`src/acr_map.vh`:
```
`ifndef ACR_MAP_VH
`define ACR_MAP_VH
`define ACR_OFS_CONV_CTRL 12'h000
`define ACR_OFS_REF_PIN 12'h004
`define ACR_OFS_TIMING 12'h008
`define ACR_OFS_RES_HIGH 12'h00c
`define ACR_OFS_RES_LOW 12'h010
`define ACR_OFS_IRQ_STATUS 12'h014
`define ACR_OFS_IRQ_MASK 12'h018
`define ACR_BIT_ENABLE 0
`define ACR_BIT_GO 1
`define ACR_CHS_LSB 2
`define ACR_CHS_MSB 5
`define ACR_REF_LSB 4
`define ACR_REF_MSB 5
`define ACR_PIN_ROLE_SELECT_LSB 0
`define ACR_PIN_ROLE_SELECT_MSB 3
`define ACR_BIT_JUSTIFY 7
`define ACR_CONV_RST 8'h00
`define ACR_REFPIN_RST 8'h00
`define ACR_TIMING_RST 8'h00
`define ACR_CONV_MASK 8'h3f
`define ACR_REFPIN_MASK 8'h3f
`define ACR_TIMING_MASK 8'hbf
`define ACR_NUM_CHANNELS 12
`define ACR_RESULT_BITS 12
`define ACR_CONV_TAD 13
`define ACR_TAD_CYCLES 2
`endif
```
`src/acr_adc_ctrl.v`:
```
`timescale 1ns/10ps
`include "acr_map.vh"
module acr_adc_ctrl #(
  parameter NUM_CH = `ACR_NUM_CHANNELS,
  parameter RES_BITS = `ACR_RESULT_BITS,
  parameter CONV_TAD = `ACR_CONV_TAD,
  parameter TAD_CYCLES = `ACR_TAD_CYCLES
)(
  input wire pclk,
  input wire presetn,
  input wire psel,
  input wire penable,
  input wire pwrite,
  input wire [11:0] paddr,
  input wire [31:0] pwdata,
  output reg [31:0] prdata,
  output reg pready,
  output reg pslverr,
  input wire [RES_BITS-1:0] core_result,
  output reg core_enable,
  output reg core_sample,
  output reg [NUM_CH-1:0] channel_route,
  output reg [1:0] reference_select,
  output reg [NUM_CH-1:0] pin_is_analog,
  output reg conversion_done_irq
);
  localparam ST_IDLE = 1'b0;
  localparam ST_CONV = 1'b1;
  reg [7:0] conversion_control;
  reg [7:0] reference_and_pin_config;
  reg [7:0] timing_and_format_config;
  reg [7:0] result_high;
  reg [7:0] result_low;
  reg irq_status;
  reg irq_mask;
  reg state;
  reg [7:0] tad_count;
  reg [7:0] bit_count;
  wire access = psel && penable && !pready;
  wire wr = access && pwrite;
  wire rd = access && !pwrite;
  wire conv_end;
  wire [3:0] channel_select = conversion_control[`ACR_CHS_MSB:`ACR_CHS_LSB];
  wire [3:0] pin_role_select = reference_and_pin_config[`ACR_PIN_ROLE_SELECT_MSB:`ACR_PIN_ROLE_SELECT_LSB];
  wire [15:0] right_just = {{(16-RES_BITS){1'b0}}, core_result};
  wire [15:0] left_just = {core_result, {(16-RES_BITS){1'b0}}};
  wire [15:0] placed;
  reg [31:0] next_prdata;
  reg map_hit;
  wire wr_conv;
  wire wr_ref_pin;
  wire wr_timing;
  wire wr_irq_status;
  wire wr_irq_mask;
  wire conv_abort;

  // Codes above the last implemented one leave every route line low.
  function channel_on;
    input [3:0] code;
    input integer idx;
    begin
      channel_on = (code == idx[3:0]) && (idx < NUM_CH);
    end
  endfunction

  // Register write strobes share one decode so every register sees the
  // same access qualification.
  function wr_hit;
    input strobe;
    input [11:0] addr;
    input [11:0] ofs;
    begin
      wr_hit = strobe && (addr == ofs);
    end
  endfunction

  assign placed = timing_and_format_config[`ACR_BIT_JUSTIFY] ?
                  right_just : left_just;
  assign wr_conv = wr_hit(wr, paddr, `ACR_OFS_CONV_CTRL);
  assign wr_ref_pin = wr_hit(wr, paddr, `ACR_OFS_REF_PIN);
  assign wr_timing = wr_hit(wr, paddr, `ACR_OFS_TIMING);
  assign wr_irq_status = wr_hit(wr, paddr, `ACR_OFS_IRQ_STATUS);
  assign wr_irq_mask = wr_hit(wr, paddr, `ACR_OFS_IRQ_MASK);
  // Turning the module off wins over a conversion that would finish in
  // the same cycle, so an abort never raises the done flag.
  assign conv_abort = (state == ST_CONV) &&
                      (!conversion_control[`ACR_BIT_ENABLE] ||
                       (wr_conv && !pwdata[`ACR_BIT_ENABLE]));
  assign conv_end = (state == ST_CONV) && !conv_abort &&
                    (bit_count == CONV_TAD - 1) &&
                    (tad_count == TAD_CYCLES - 1);

  always @*
  begin
    next_prdata = 32'h00000000;
    map_hit = 1'b1;
    case (paddr)
      `ACR_OFS_CONV_CTRL:
        next_prdata = {24'h000000, conversion_control & `ACR_CONV_MASK};
      `ACR_OFS_REF_PIN:
        next_prdata = {24'h000000,
                       reference_and_pin_config & `ACR_REFPIN_MASK};
      `ACR_OFS_TIMING:
        next_prdata = {24'h000000,
                       timing_and_format_config & `ACR_TIMING_MASK};
      `ACR_OFS_RES_HIGH:
        next_prdata = {24'h000000, result_high};
      `ACR_OFS_RES_LOW:
        next_prdata = {24'h000000, result_low};
      `ACR_OFS_IRQ_STATUS:
        next_prdata = {31'h00000000, irq_status};
      `ACR_OFS_IRQ_MASK:
        next_prdata = {31'h00000000, irq_mask};
      default:
        map_hit = 1'b0;
    endcase
  end

  // One wait state: pready is high in the second access cycle.
  always @(posedge pclk or negedge presetn)
  begin
    if (!presetn)
    begin
      pready <= 1'b0;
      pslverr <= 1'b0;
      prdata <= 32'h00000000;
    end
    else
    begin
      pready <= access;
      pslverr <= access && !map_hit;
      if (rd)
        prdata <= next_prdata;
    end
  end

  // Configuration registers change only on a software write.
  always @(posedge pclk or negedge presetn)
  begin
    if (!presetn)
    begin
      reference_and_pin_config <= `ACR_REFPIN_RST;
      timing_and_format_config <= `ACR_TIMING_RST;
    end
    else
    begin
      if (wr_ref_pin)
        reference_and_pin_config <= pwdata[7:0] & `ACR_REFPIN_MASK;
      if (wr_timing)
        timing_and_format_config <= pwdata[7:0] & `ACR_TIMING_MASK;
    end
  end

  always @(posedge pclk or negedge presetn)
  begin
    if (!presetn)
    begin
      irq_status <= 1'b0;
      irq_mask <= 1'b0;
    end
    else
    begin
      if (wr_irq_mask)
        irq_mask <= pwdata[0];
      // Set wins over a write-one clear in the same cycle, so a finished
      // conversion is never lost to a late acknowledge.
      if (conv_end)
        irq_status <= 1'b1;
      else if (wr_irq_status && pwdata[0])
        irq_status <= 1'b0;
    end
  end

  // The result pair keeps its value until the next completed conversion;
  // an aborted conversion leaves it untouched.
  always @(posedge pclk or negedge presetn)
  begin
    if (!presetn)
    begin
      result_high <= 8'h00;
      result_low <= 8'h00;
    end
    else if (conv_end)
    begin
      result_high <= placed[15:8];
      result_low <= placed[7:0];
    end
  end

  always @(posedge pclk or negedge presetn)
  begin
    if (!presetn)
    begin
      conversion_control <= `ACR_CONV_RST;
      state <= ST_IDLE;
      tad_count <= 8'h00;
      bit_count <= 8'h00;
    end
    else
    begin
      if (wr_conv)
      begin
        // Busy bit may only be started by software; a write clears it only by turning the module off.
        conversion_control[`ACR_CHS_MSB:`ACR_BIT_ENABLE] <=
          {pwdata[`ACR_CHS_MSB:`ACR_CHS_LSB],
           conversion_control[`ACR_BIT_GO] |
           (pwdata[`ACR_BIT_GO] & pwdata[`ACR_BIT_ENABLE]),
           pwdata[`ACR_BIT_ENABLE]};
        conversion_control[7:6] <= 2'b00;
      end
      // The step counters run only while converting; idle clears them so
      // every start begins again at the first bit.
      case (state)
        ST_IDLE:
        begin
          tad_count <= 8'h00;
          bit_count <= 8'h00;
          if (conversion_control[`ACR_BIT_GO] &&
              conversion_control[`ACR_BIT_ENABLE])
            state <= ST_CONV;
        end
        ST_CONV:
        begin
          if (conv_abort)
          begin
            // Turning the module off abandons the conversion unfinished.
            state <= ST_IDLE;
            conversion_control[`ACR_BIT_GO] <= 1'b0;
          end
          else if (conv_end)
          begin
            state <= ST_IDLE;
            conversion_control[`ACR_BIT_GO] <= 1'b0;
          end
          else if (tad_count == TAD_CYCLES - 1)
          begin
            tad_count <= 8'h00;
            bit_count <= bit_count + 8'h01;
          end
          else
            tad_count <= tad_count + 8'h01;
        end
        default:
          state <= ST_IDLE;
      endcase
    end
  end

  genvar gi;
  generate
    for (gi = 0; gi < NUM_CH; gi = gi + 1)
    begin : g_ch
      always @(posedge pclk or negedge presetn)
      begin
        if (!presetn)
        begin
          channel_route[gi] <= 1'b0;
          pin_is_analog[gi] <= 1'b1;
        end
        else
        begin
          channel_route[gi] <= channel_on(channel_select, gi);
          // Code c (c>=4) turns inputs 15-c .. 11 digital.
          pin_is_analog[gi] <= (pin_role_select < 4'h4) ||
                               (gi < (15 - pin_role_select));
        end
      end
    end
  endgenerate

  always @(posedge pclk or negedge presetn)
  begin
    if (!presetn)
    begin
      core_enable <= 1'b0;
      core_sample <= 1'b0;
      reference_select <= 2'b00;
      conversion_done_irq <= 1'b0;
    end
    else
    begin
      core_enable <= conversion_control[`ACR_BIT_ENABLE];
      // Sampling stops while the conversion runs, resumes after it.
      core_sample <= conversion_control[`ACR_BIT_ENABLE] &&
                     (state == ST_IDLE);
      reference_select <=
        reference_and_pin_config[`ACR_REF_MSB:`ACR_REF_LSB];
      conversion_done_irq <= (irq_status | conv_end) & irq_mask;
    end
  end
endmodule // acr_adc_ctrl

```
`config.mk`:
```
export PLATFORM = sky130hd
export DESIGN_NAME = acr_adc_ctrl
export DESIGN_NICKNAME = d
export VERILOG_FILES = /design/src/acr_adc_ctrl.v
export VERILOG_INCLUDE_DIRS = /design/src
export SDC_FILE = /design/constraint.sdc
export NUM_CORES = 1
export LEC_CHECK = 0
export BUFFER_PORTS_ARGS = -buffer_cell sky130_fd_sc_hd__buf_2
export CAP_MARGIN = 10
export CORE_MARGIN = 4
export CORE_UTILIZATION = 47
export CTS_CLUSTER_SIZE = 8
export DETAILED_ROUTE_END_ITERATION = 10
export PLACE_DENSITY = 0.76
export SLEW_MARGIN = 40
export SYNTH_ARGS = -nofsm -noshare
export SYNTH_HDL_FRONTEND = slang
export SYNTH_SLANG_ARGS = --single-unit
```
`constraint.sdc`:
```
create_clock -name pclk -period 1.8 [get_ports pclk]
set_input_delay 0.09 -clock pclk [delete_from_list [all_inputs] [get_ports pclk]]
set_output_delay 0.09 -clock pclk [all_outputs]
set_load 0.03 [all_outputs]
```
### Word-level counts from Yosys, hierarchy flattened

Index checks and enable logic that the tools add are counted.
W data, S select, Z words.

* add/subtract/negate cells: 3
* magnitude comparators: 13
* eq/ne operators: 22
* mux-type cells: 21
* bitwise logic cells: 5
* reductions and logical operators: 43

Operator list (count)
* $lt A3 B32 Y1 const A: 4
* $lt A4 B32 Y1 const A: 4
* $lt A1 B32 Y1 const A: 2
* $lt A2 B32 Y1 const A: 2
* $pmux W8 S7: 1
* $mux W8: 6
* $eq A12 B5 Y1 const B: 3
* $pmux W8 S2: 2
* $eq A12 B4 Y1 const B: 2
* $logic_and A1 B1 Y1: 18
* $add A8 B1 Y8 const B: 2
* $eq A4 B3 Y1 const B: 4
* $eq A4 B4 Y1 const B: 4
* $mux W16: 1
* $logic_or A1 B1 Y1: 13
* $eq A12 B3 Y1 const B: 1
* $logic_not A12 Y1: 1
* $mux W1: 9
* $eq A4 B2 Y1 const B: 2
* $eq A8 B1 Y1 const B: 1
* $eq A8 B4 Y1 const B: 1
* $reduce_or A7 Y1: 1
* $logic_not A1 Y1: 6
* $sub A4 B4 Y5 const A: 1
* other kinds (13): 16

* register bits after elaboration: 117
* input bits: 61
* output and inout bits: 63
* word-level logic and storage cells: 149

### Longest topological paths before layout

Gate-level depths: netlist (run 1).

* word-level depth: 14
* mapped depth: 8
* gate-level depth less buffers: 7

### Least setup slack after synthesis (run 1)

Ideal clock, no wire load.

* kind: register to register
* start: reg tad_count[1]
* end: reg bit_count[2]
* library setup time: 0.078 ns
* data arrival time: 1.886 ns
* data required time: 1.722 ns
* path slack: -0.165 ns
* stages on the path, launching flop included: 9
* buffers on the path: 1
* period minus slack after synthesis: 1.965 ns
* cell sequence: dfrtp_1 > inv_1 > ha_1 > or4b_4 > nor2_4 > nand2_4 > buf_6 > or4_1 > a21oi_1

* cells in the longest elaborated chain, start to end: 4
* elaborated cells on any way between the ends: 5
* those cells by class: eq/ne: 3; reduce/logical: 2

Ends and longest elaborated chain
* from (decl): line acr_adc_ctrl.v:37 `reg [7:0] tad_count;`
* from (signal assigned): line acr_adc_ctrl.v:241 `tad_count <= tad_count + 8'h01;`
* $eq A8 B1 Y1 (*): line acr_adc_ctrl.v:91, acr_adc_ctrl.v:235
* $logic_and A1 B1 Y1: line acr_adc_ctrl.v:90 `(bit_count == CONV_TAD - 1) &&`
* $ne A2 B2 Y1 (no line)
* $reduce_and A3 Y1 (no line) (*)
* to (signal assigned): line acr_adc_ctrl.v:238 `bit_count <= bit_count + 8'h01;`
* to (decl): line acr_adc_ctrl.v:38 `reg [7:0] bit_count;`

Mark *: on every way between the ends. The rest lies on a longest branch, timed or not.
A chain may end at the register's enable or synchronous reset.

### Worst setup path in the final report (run 1)

* start: reg tad_count[1]
* end: reg bit_count[3]

The elaborated chain is that of the path after synthesis.

==> impl_metrics.py, run 1 <==
metrics = {
    "grt": {
        "grt_pass1_wl_mm": 16.21,
        "grt_pass1_vias": 3365,
        "overflow": 0,
        "grt_usage": 0.1802,
        "grt_max_degree": 47,
        "antenna_found_initial": 0,
    },
    "yosys": {
        "ys_types": 55,
        "yosys.area_share.simple": 0.1742,
        "synth_area_leader_cell": "dfrtp_1",
        "synth_edf_count": 0,
        "synth_fa_ha_area_frac": 0.01140,
        "synth_seq_cells": 93,
        "netlist_area_mm2": 0.004389,
        "synth_compound_area_frac": 0.1086,
        "synth_warnings": 0,
        "avgSynthCellArea_um2": 10.97,
        "synthMostInstantiatedCell": "dfrtp_1",
        "synth_cells": 400,
        "synthFlopType": "dfrtp_1",
        "seq_area_frac_synth": 0.5336,
        "async_flop_share": 1.000,
        "synthMuxAreaShare": 0.09721,
        "synthTopCellsByCount": "dfrtp_1, nand2_1, buf_4",
        "synth_top_area_share": 0.4618,
        "synth-xor-area-share": 0,
        "synth_top_family_by_area": "simple AND/OR/NAND/NOR gates",
        "synth.area.top_cells": "dfrtp_1, dfstp_2, mux2_2, buf_4, nand2_1",
    },
    "timing": {
        "finalSetupViolCount": 25,
        "finalWorstSetupSlack_ns": -0.2224,
        "timing.final.crit_period_ns": 2.022,
        "rsz0062_at_grt": "yes",
        "worst_pin_slew_ns": 0.6368,
        "slew_headroom": 0.5755,
        "timing.fmax_mhz": 494.5,
        "slew_violations": 0,
        "finalCritPeriodShare": 1.124,
        "hold_violations": 0,
        "clock_skew_ns": 0.007245,
    },
    "floorplan": {
        "ioPinCount": 124,
        "die_w_um": 104.6,
        "rows": 34,
        "initial_utilization": 0.4937,
        "die_area_mm2": 0.01095,
        "fp.dieH_um": 104.6,
        "core_mm2": 0.008891,
    },
    "power": {
        "pwr-share-comb": 0.067,
        "p_seq_frac": 0.537,
        "power.static_leakage_nw": 2.547,
        "swShare": 0.2402,
        "p_per_area_mw_per_mm2": 718.6,
        "ir_drop_uv": 480.5,
        "power.internal_mw": 2.964,
        "p_sw_uw": 936.8,
        "p_clk_frac": 0.396,
    },
    "finish": {
        "drive_gt1_frac": 0.3566,
        "final_util": 0.6105,
        "area_delta_synth_final_pct": 23.66,
        "num_antenna_cells": 0,
        "layout.nets": 577,
    },
    "setup_path": {
        "rrSetupSlack_ns": -0.22,
        "reg2reg_from": "tad_count[1]",
        "critPathCaptureType": "flip-flop",
        "rr_endpoint": "bit_count[3]",
        "cp_data_arrival_time_ns": 2.31,
        "r2r_cells": 7,
        "crit_fanout": 6,
        "crit_type": "flip-flop to flip-flop",
        "cp-start-kind": "flip-flop",
        "cp.required_ns": 2.08,
        "worstSetupStartpoint": "tad_count[1]",
    },
    "clock_tree": {
        "clk_pin_slew_ns": 0.09,
        "ctsLongestPathBuffers": 2,
        "cts_tree": "done",
        "numCtsBuffers": 9,
        "clkSinkCount": 93,
        "clk_latency_ns": 0.36,
        "htree_levels": 3,
        "cts_root_buffer": "clkbuf_8",
    },
    "worst_hold_path": {
        "hp-class": "input pin to flip-flop",
        "min_path_cells": 3,
        "hp-start": "core_result[0]",
        "min_to": "result_low[0]",
    },
    "route": {
        "wl_mm": 9.720,
        "via_per_inst": 5.361,
        "routedWlPerCell_um": 15.58,
        "ant_nets": 0,
        "dr.pass1.iters": 4,
        "detail_route.iter0.violations": 141,
        "drc": 0,
        "vias": 3345,
    },
    "place": {
        "pre_cts_ws_ns": -0.1770,
        "place.gp.congestion": 0.8448,
        "io_buffers": 74,
        "hpwl_mm": 7.072,
    },
    "status": {
        "violations": "setup timing",
        "outcome": "complete, but fails checks",
    },
    "flow_run": {
        "maxCapViolations": 0,
    },
}
-- kinds of logic after synthesis --
kind of cell,after synthesis
other,1
adder cells (fa/ha/maj),4
multiplexers,34
buffers and inverters,56
flip-flops,93
AND/OR/NAND/NOR,137
AO/OA/AOI/OAI,75
-- worst max-delay path, stage by stage, from the launching register on --
cell     delay (ns)
dfrtp_1        0.39
inv_1          0.06
ha_1           0.15
or4b_4         0.48
nor2_4         0.16
nand2_4        0.09
or4_4          0.51
a21oi_2        0.12
-- metrics by stage --
stage	hold WS (ns)	cell area (um2)	total power [mW]	cells	TNS, ns
2_1_floorplan	-0.2056	4496	2.294	423	-0.7852
6_report	0.01151	5428	3.900	624	-3.041
4_1_cts	0.004090	5365	3.928	620	-2.598
3_5_place_dp	0.03362	5001	2.376	591	-2.086
5_1_grt	0.008911	5428	4.058	624	-5.395
3_3_place_gp	0.03438	5001	2.372	591	-1.294
-- cells in the final DEF, fill, tap and decap left out, types with 13 or more instances in the layout --
master         instances
buf_2                 73
buf_4                 36
conb_1                24
dfrtp_1               80
dlygate4sd3_1         13
mux2_2                19
nand2_1               48
nand3_1               13
o21ai_0               22
-- power groups by stage --
stage / Sequential, mW / Combinational [mW] / Clock [mW]
global route: 2.10 / 0.288 / 1.67
global placement: 2.13 / 0.237 / 0
detailed placement: 2.14 / 0.240 / 0
floorplan: 2.14 / 0.152 / 0
CTS: 2.09 / 0.263 / 1.57
finish: 2.09 / 0.263 / 1.54
-- area by class of cell --
class / count / area, um2
Clock buffer: 9 / 123.9
Clock inverter: 6 / 95.09
Fill cell: 757 / 3463
Inverter: 7 / 26.28
Multi-Input combinational cell: 275 / 1867
Sequential cell: 93 / 2344
Tap cell: 108 / 135.1
Timing Repair Buffer: 126 / 837.1
-- how the worst max path moves through the flow --
stage,end
finish,bit_count[3]
detailed placement,bit_count[3]
global placement,bit_count[7]
floorplan,bit_count[2]
global route,bit_count[0]
CTS,bit_count[6]
-- registers in the layout, summed over array words and instances, names as in the netlist --
register and flops:
bit_count 8, channel_route 12, conversion_control 6, conversion_done_irq 1
core_enable 1, core_sample 1, irq_mask 1, irq_status 1
pin_is_analog 12, prdata 8, pready 1, pslverr 1
reference_and_pin_config 6, reference_select 2, result_high 8, result_low 8
state 1, tad_count 8, timing_and_format_config 7
-- per-layer routing --
layer / wire length (um) / track usage
met5: 0 / 0
met4: 166 / 0.06748
met3: 379 / 0.02774
met2: 5085 / 0.3160
met1: 4089 / 0.2258
-- what timing repair did --
item                       in CTS  in global routing
setup endpoints to repair      24                 37
pin swaps                       0                  2
hold buffers                   13                  0
gates resized for setup         2                  7
hold endpoints to repair       44                  0
buffers inserted                1                  3
cloned                          0                  1
No activity file was read; power rests on OpenSTA's default activity.
==> inputs of run 2 (changes only) <==
PLACE_DENSITY = 0.85   (was 0.76)
==> impl_metrics.py, run 2 (synthesis gave the netlist of run 1 again) <==
metrics = {
    "status": {
        "outcome": "complete, but fails checks",
        "violations": "hold timing, setup timing",
    },
    "setup_path": {
        "crit_path_max_incr_delay_ns": 0.49,
        "crit_type": "flip-flop to flip-flop",
        "critPathTopFamily": "simple AND/OR/NAND/NOR gates",
        "r2r_cells": 7,
        "worst_path_max_delay_cell": "or4b_4",
        "critPathCaptureType": "flip-flop",
        "cp-start-kind": "flip-flop",
        "cp_data_arrival_time_ns": 2.38,
        "rrSetupSlack_ns": -0.29,
        "rr_endpoint": "bit_count[3]",
        "crit_fanout": 7,
        "cp_num_buf_inv": 1,
        "cp.required_ns": 2.09,
        "reg2reg_from": "tad_count[1]",
        "crit_chain": "inv_1 -> ha_2 -> or4b_4 -> nor2_4 -> nand2_4 -> or4_4 -> a21oi_2",
    },
    "clock_tree": {
        "htree_levels": 3,
        "clk_pin_slew_ns": 0.09,
        "cts_root_buffer": "clkbuf_8",
        "clk_latency_ns": 0.37,
        "clkSinkCount": 93,
        "cts_tree": "done",
        "numCtsBuffers": 9,
        "ctsLongestPathBuffers": 2,
    },
    "flow_run": {
        "maxCapViolations": 0,
    },
    "power": {
        "p_sw_uw": 949.1,
        "ir_drop_uv": 434.2,
        "pwr-share-comb": 0.072,
        "power.static_leakage_nw": 2.586,
        "swShare": 0.2582,
        "p_per_area_mw_per_mm2": 659.7,
        "power.internal_mw": 2.727,
        "fin_total_pwr_mw": 3.676,
        "p_clk_frac": 0.358,
        "p_seq_frac": 0.570,
    },
    "timing": {
        "fin_hold_ws_ns": -0.002738,
        "finalSetupViolCount": 25,
        "timing.fmax_mhz": 478.6,
        "worst_pin_slew_ns": 0.6764,
        "finalWorstSetupSlack_ns": -0.2894,
        "slew_violations": 0,
        "hold_violations": 1,
        "timing.final.crit_period_ns": 2.089,
        "slew_headroom": 0.5491,
        "finalCritPeriodShare": 1.161,
        "clock_skew_ns": 0.006552,
        "rsz0062_at_grt": "yes",
    },
    "route": {
        "route.met3.wl_um": 556,
        "routedWlPerCell_um": 17.55,
        "wl_mm": 10.97,
        "drc": 0,
        "dr.pass1.iters": 5,
        "wl_met1_mm": 4.253,
        "via_per_inst": 5.696,
        "vias": 3560,
        "detail_route.iter0.violations": 178,
        "highest_layer": "met4",
        "ant_nets": 0,
        "met2_length_mm": 5.923,
    },
    "floorplan": {
        "rows": 34,
        "ioPinCount": 124,
        "core_mm2": 0.008891,
        "die_w_um": 104.6,
        "initial_utilization": 0.4937,
        "die_area_mm2": 0.01095,
        "fp.dieH_um": 104.6,
    },
    "finish": {
        "layout_common_cells": "dfrtp_1, buf_2, nand2_1",
        "final_area_mm2": 0.005573,
        "layout.nets": 577,
        "layout_commonest_cell": "dfrtp_1",
        "num_antenna_cells": 0,
        "fillCellCount": 652,
        "area_delta_synth_final_pct": 26.97,
        "reg.largest.list": "channel_route (12), pin_is_analog (12)",
        "drive_gt1_frac": 0.4081,
    },
    "worst_hold_path": {
        "hp-class": "input pin to flip-flop",
        "min_path_cells": 3,
        "hp-start": "core_result[11]",
        "min_to": "result_high[7]",
    },
    "grt": {
        "antenna_found_initial": 0,
        "overflow": 0,
        "grt_pass1_wl_mm": 16.61,
        "grt_usage": 0.1857,
        "grt_pass1_vias": 3527,
        "grt_max_degree": 41,
    },
    "place": {
        "io_buffers": 74,
        "place.gp.congestion": 0.8364,
        "postPlaceCellArea_mm2": 0.004979,
        "hpwl_mm": 7.374,
    },
}
## run 2: changes by cell type in the layout (fill, tap and decap cells not counted), moves of 4 or more
cell	before	now
o21ai_2	0	4
nand2_4	1	5
o21ai_1	4	10
nand2_2	1	10
o21ai_0	22	11
nand2_1	48	35
## run 2: tightest hold or removal path: stages
cell      delay, ns
buf_2          0.11
nand2b_1       0.07
o21ai_1        0.06
## run 2: layout make-up
class,count,area [um2],area share
flip-flops and latches,93,2344,0.4205
multi-input cells,275,1994,0.3579
repair buffers,126,889.6,0.1596
clock buffers,10,137.6,0.02470
well taps,108,135.1,0.02425
clock inverters,6,46.29,0.008307
inverters,7,26.28,0.004715
## run 2: power by group through the flow
stage	registers (mW)	clock network, mW	logic, mW
after floorplan	2.14	0	0.152
after global placement	2.14	0	0.237
after detailed placement	2.14	0	0.243
after CTS	2.09	1.33	0.265
after global routing	2.10	1.40	0.289
final	2.09	1.32	0.266
## run 2: worst max path at each step
stage                             from           end  slack [ns]  depth (start not counted)
after CTS                 tad_count[1]  bit_count[4]       -0.26                          7
after global placement    tad_count[1]  bit_count[3]       -0.10                          7
after detailed placement  tad_count[1]  bit_count[3]       -0.22                          7
after global routing      tad_count[1]  bit_count[3]       -0.37                          7
after floorplan           tad_count[1]  bit_count[2]       -0.12                          8
final                     tad_count[1]  bit_count[3]       -0.29                          7
## run 2: what timing repair did
item | 4_1_cts | 5_1_grt
buffers inserted | 1 | 2
gates cloned | 0 | 5
pin swaps | 0 | 12
gates resized for setup | 1 | 52
hold endpoints to repair | 48 | 0
setup endpoints to repair | 23 | 29
hold buffers | 13 | 0
## run 2: metrics by stage
step                setup WS [ns]  instances  TNS (ns)  hold slack [ns]    util
floorplan                 -0.1240        423   -0.7852          -0.2056       -
global placement          -0.1049        588   -0.6510          0.03396  0.5599
detailed placement        -0.2175        588    -2.017          0.04608  0.5599
CTS                       -0.2570        618    -3.464         0.007350  0.5965
global route              -0.3702        625    -6.741         0.006774  0.6268
finish                    -0.2894        625    -4.542        -0.002738  0.6268
## run 2: per-layer routing
metal | up-vias | track usage
met5 | - | 0
met4 | 0 | 0.08154
met3 | 21 | 0.03206
met2 | 131 | 0.3261
met1 | 1783 | 0.2253
li1 | 1625 | -
==> inputs of run 3 (changes only) <==
CAP_MARGIN = unset   (was 10)
GPL_TIMING_DRIVEN = 0   (was unset)
==> impl_metrics.py, run 3 (synthesis gave the netlist of run 1 again) <==
metrics = {
    "finish": {
        "multi_input_area_mm2": 0.002036,
        "layout_common_cells": "dfrtp_1, buf_2, nand2_1",
        "final_util": 0.6559,
        "post_layout_nonfiller_instances": 655,
        "num_antenna_cells": 0,
        "fillCellCount": 646,
        "reg.largest.list": "channel_route (12), pin_is_analog (12)",
        "area_delta_synth_final_pct": 32.87,
        "drive_gt1_frac": 0.3857,
        "layout.area.seq_mm2": 0.002344,
        "layout.nets": 607,
        "final_area_mm2": 0.005832,
        "layout_commonest_cell": "dfrtp_1",
    },
    "timing": {
        "hold_violations": 0,
        "fin_hold_ws_ns": 0.01041,
        "fin_setup_tns_ns": -4.934,
        "finalWorstSetupSlack_ns": -0.2691,
        "clock_skew_ns": 0.01503,
        "finalCritPeriodShare": 1.150,
        "finalSetupViolCount": 42,
        "slew_headroom": 0.5059,
        "timing.fmax_mhz": 483.3,
        "timing.final.crit_period_ns": 2.069,
        "worst_pin_slew_ns": 0.7411,
        "slew_violations": 0,
        "rsz0062_at_grt": "yes",
    },
    "floorplan": {
        "initial_utilization": 0.4937,
        "die_area_mm2": 0.01095,
        "core_mm2": 0.008891,
        "die_w_um": 104.6,
        "ioPinCount": 124,
        "rows": 34,
        "fp.dieH_um": 104.6,
    },
    "route": {
        "detail_route.iter0.violations": 230,
        "drc": 0,
        "via_per_inst": 5.585,
        "vias": 3658,
        "wl_mm": 11.41,
        "dr.pass1.iters": 5,
        "routedWlPerCell_um": 17.41,
        "ant_nets": 0,
    },
    "setup_path": {
        "crit_path_max_incr_delay_ns": 0.49,
        "crit_type": "flip-flop to flip-flop",
        "worst_path_max_delay_cell": "or4b_4",
        "cp_num_buf_inv": 3,
        "crit_chain": "inv_1 -> ha_1 -> or4b_4 -> nor2_4 -> nand2_4 -> buf_6 -> buf_4 -> o31ai_1 -> a21oi_2",
        "cp_data_arrival_time_ns": 2.31,
        "critPathTopFamily": "simple AND/OR/NAND/NOR gates",
        "crit_fanout": 6,
        "cp-start-kind": "flip-flop",
        "critPathCaptureType": "flip-flop",
        "cp.required_ns": 2.04,
    },
    "power": {
        "ir_drop_uv": 486.2,
        "p_per_area_mw_per_mm2": 682.8,
        "power.static_leakage_nw": 2.710,
        "fin_total_pwr_mw": 3.982,
    },
    "clock_tree": {
        "ctsLongestPathBuffers": 2,
        "cts_tree": "done",
        "htree_levels": 3,
        "cts_root_buffer": "clkbuf_8",
        "clk_latency_ns": 0.37,
        "clk_pin_slew_ns": 0.09,
        "numCtsBuffers": 9,
        "clkSinkCount": 93,
    },
    "grt": {
        "grt_pass1_wl_mm": 17.95,
        "grt_pass1_vias": 3685,
        "overflow": 0,
        "grt_max_degree": 67,
        "antenna_found_initial": 0,
        "grt_usage": 0.2006,
    },
    "worst_hold_path": {
        "hp-class": "input pin to flip-flop",
    },
    "status": {
        "violations": "setup timing",
        "outcome": "complete, but fails checks",
    },
    "place": {
        "hpwl_mm": 7.320,
        "place.gp.congestion": 0.8527,
        "pre_cts_ws_ns": -0.3519,
        "postPlaceCellArea_mm2": 0.005030,
        "place_inst": 605,
        "io_buffers": 73,
    },
    "flow_run": {
        "maxCapViolations": 0,
    },
}
-- run 3: final timing paths --
check,start,end,slack (ns),depth (start not counted)
min in group asynchronous,presetn,result_high[3],0.15,2
setup / recovery,tad_count[1],bit_count[2],-0.27,9
hold / removal,core_result[0],result_low[0],0.01,3
max in group asynchronous,presetn,pin_is_analog[5],1.02,3
hold reg to reg,reference_and_pin_config[4],reference_select[0],0.41,0
setup reg to reg,tad_count[1],bit_count[2],-0.27,9
-- run 3: report_power, final --
part / total [mW] / leakage (nW) / internal (mW) / switching (mW)
Sequential: 2.09 / 1.24 / 2.09 / 0.00138
Combinational: 0.323 / 1.36 / 0.123 / 0.200
Clock: 1.56 / 0.107 / 0.796 / 0.769
Total: 3.98 / 2.71 / 3.01 / 0.971
-- run 3: what timing repair did --
action,4_1_cts,5_1_grt
buffers inserted,9,11
gates resized for setup,24,45
pin swaps,4,12
endpoints found under the hold margin,101,0
hold buffers,14,0
endpoints found under the setup margin,49,59
gates cloned,0,1
-- run 3: per-layer routing --
metal | share of wire | global-route usage
met5 | 0 | 0
met4 | 0.021 | 0.07873
met3 | 0.049 | 0.03453
met2 | 0.54 | 0.3492
met1 | 0.39 | 0.2501
-- run 3: final cells by class --
type,count,share of cell area
Buffer,48,0.05793
Clock buffer,10,0.02188
Clock inverter,6,0.01609
Inverter,7,0.004505
Multi-Input combinational cell,274,0.3491
Sequential cell,93,0.4018
Tap cell,108,0.02317
Timing Repair Buffer,109,0.1255
-- run 3: worst register-to-register path: stages, from the launching register on --
cell     delay [ns]
dfrtp_1        0.40
inv_1          0.06
ha_1           0.15
or4b_4         0.49
nor2_4         0.15
nand2_4        0.08
buf_6          0.13
buf_4          0.14
o31ai_1        0.26
a21oi_2        0.09
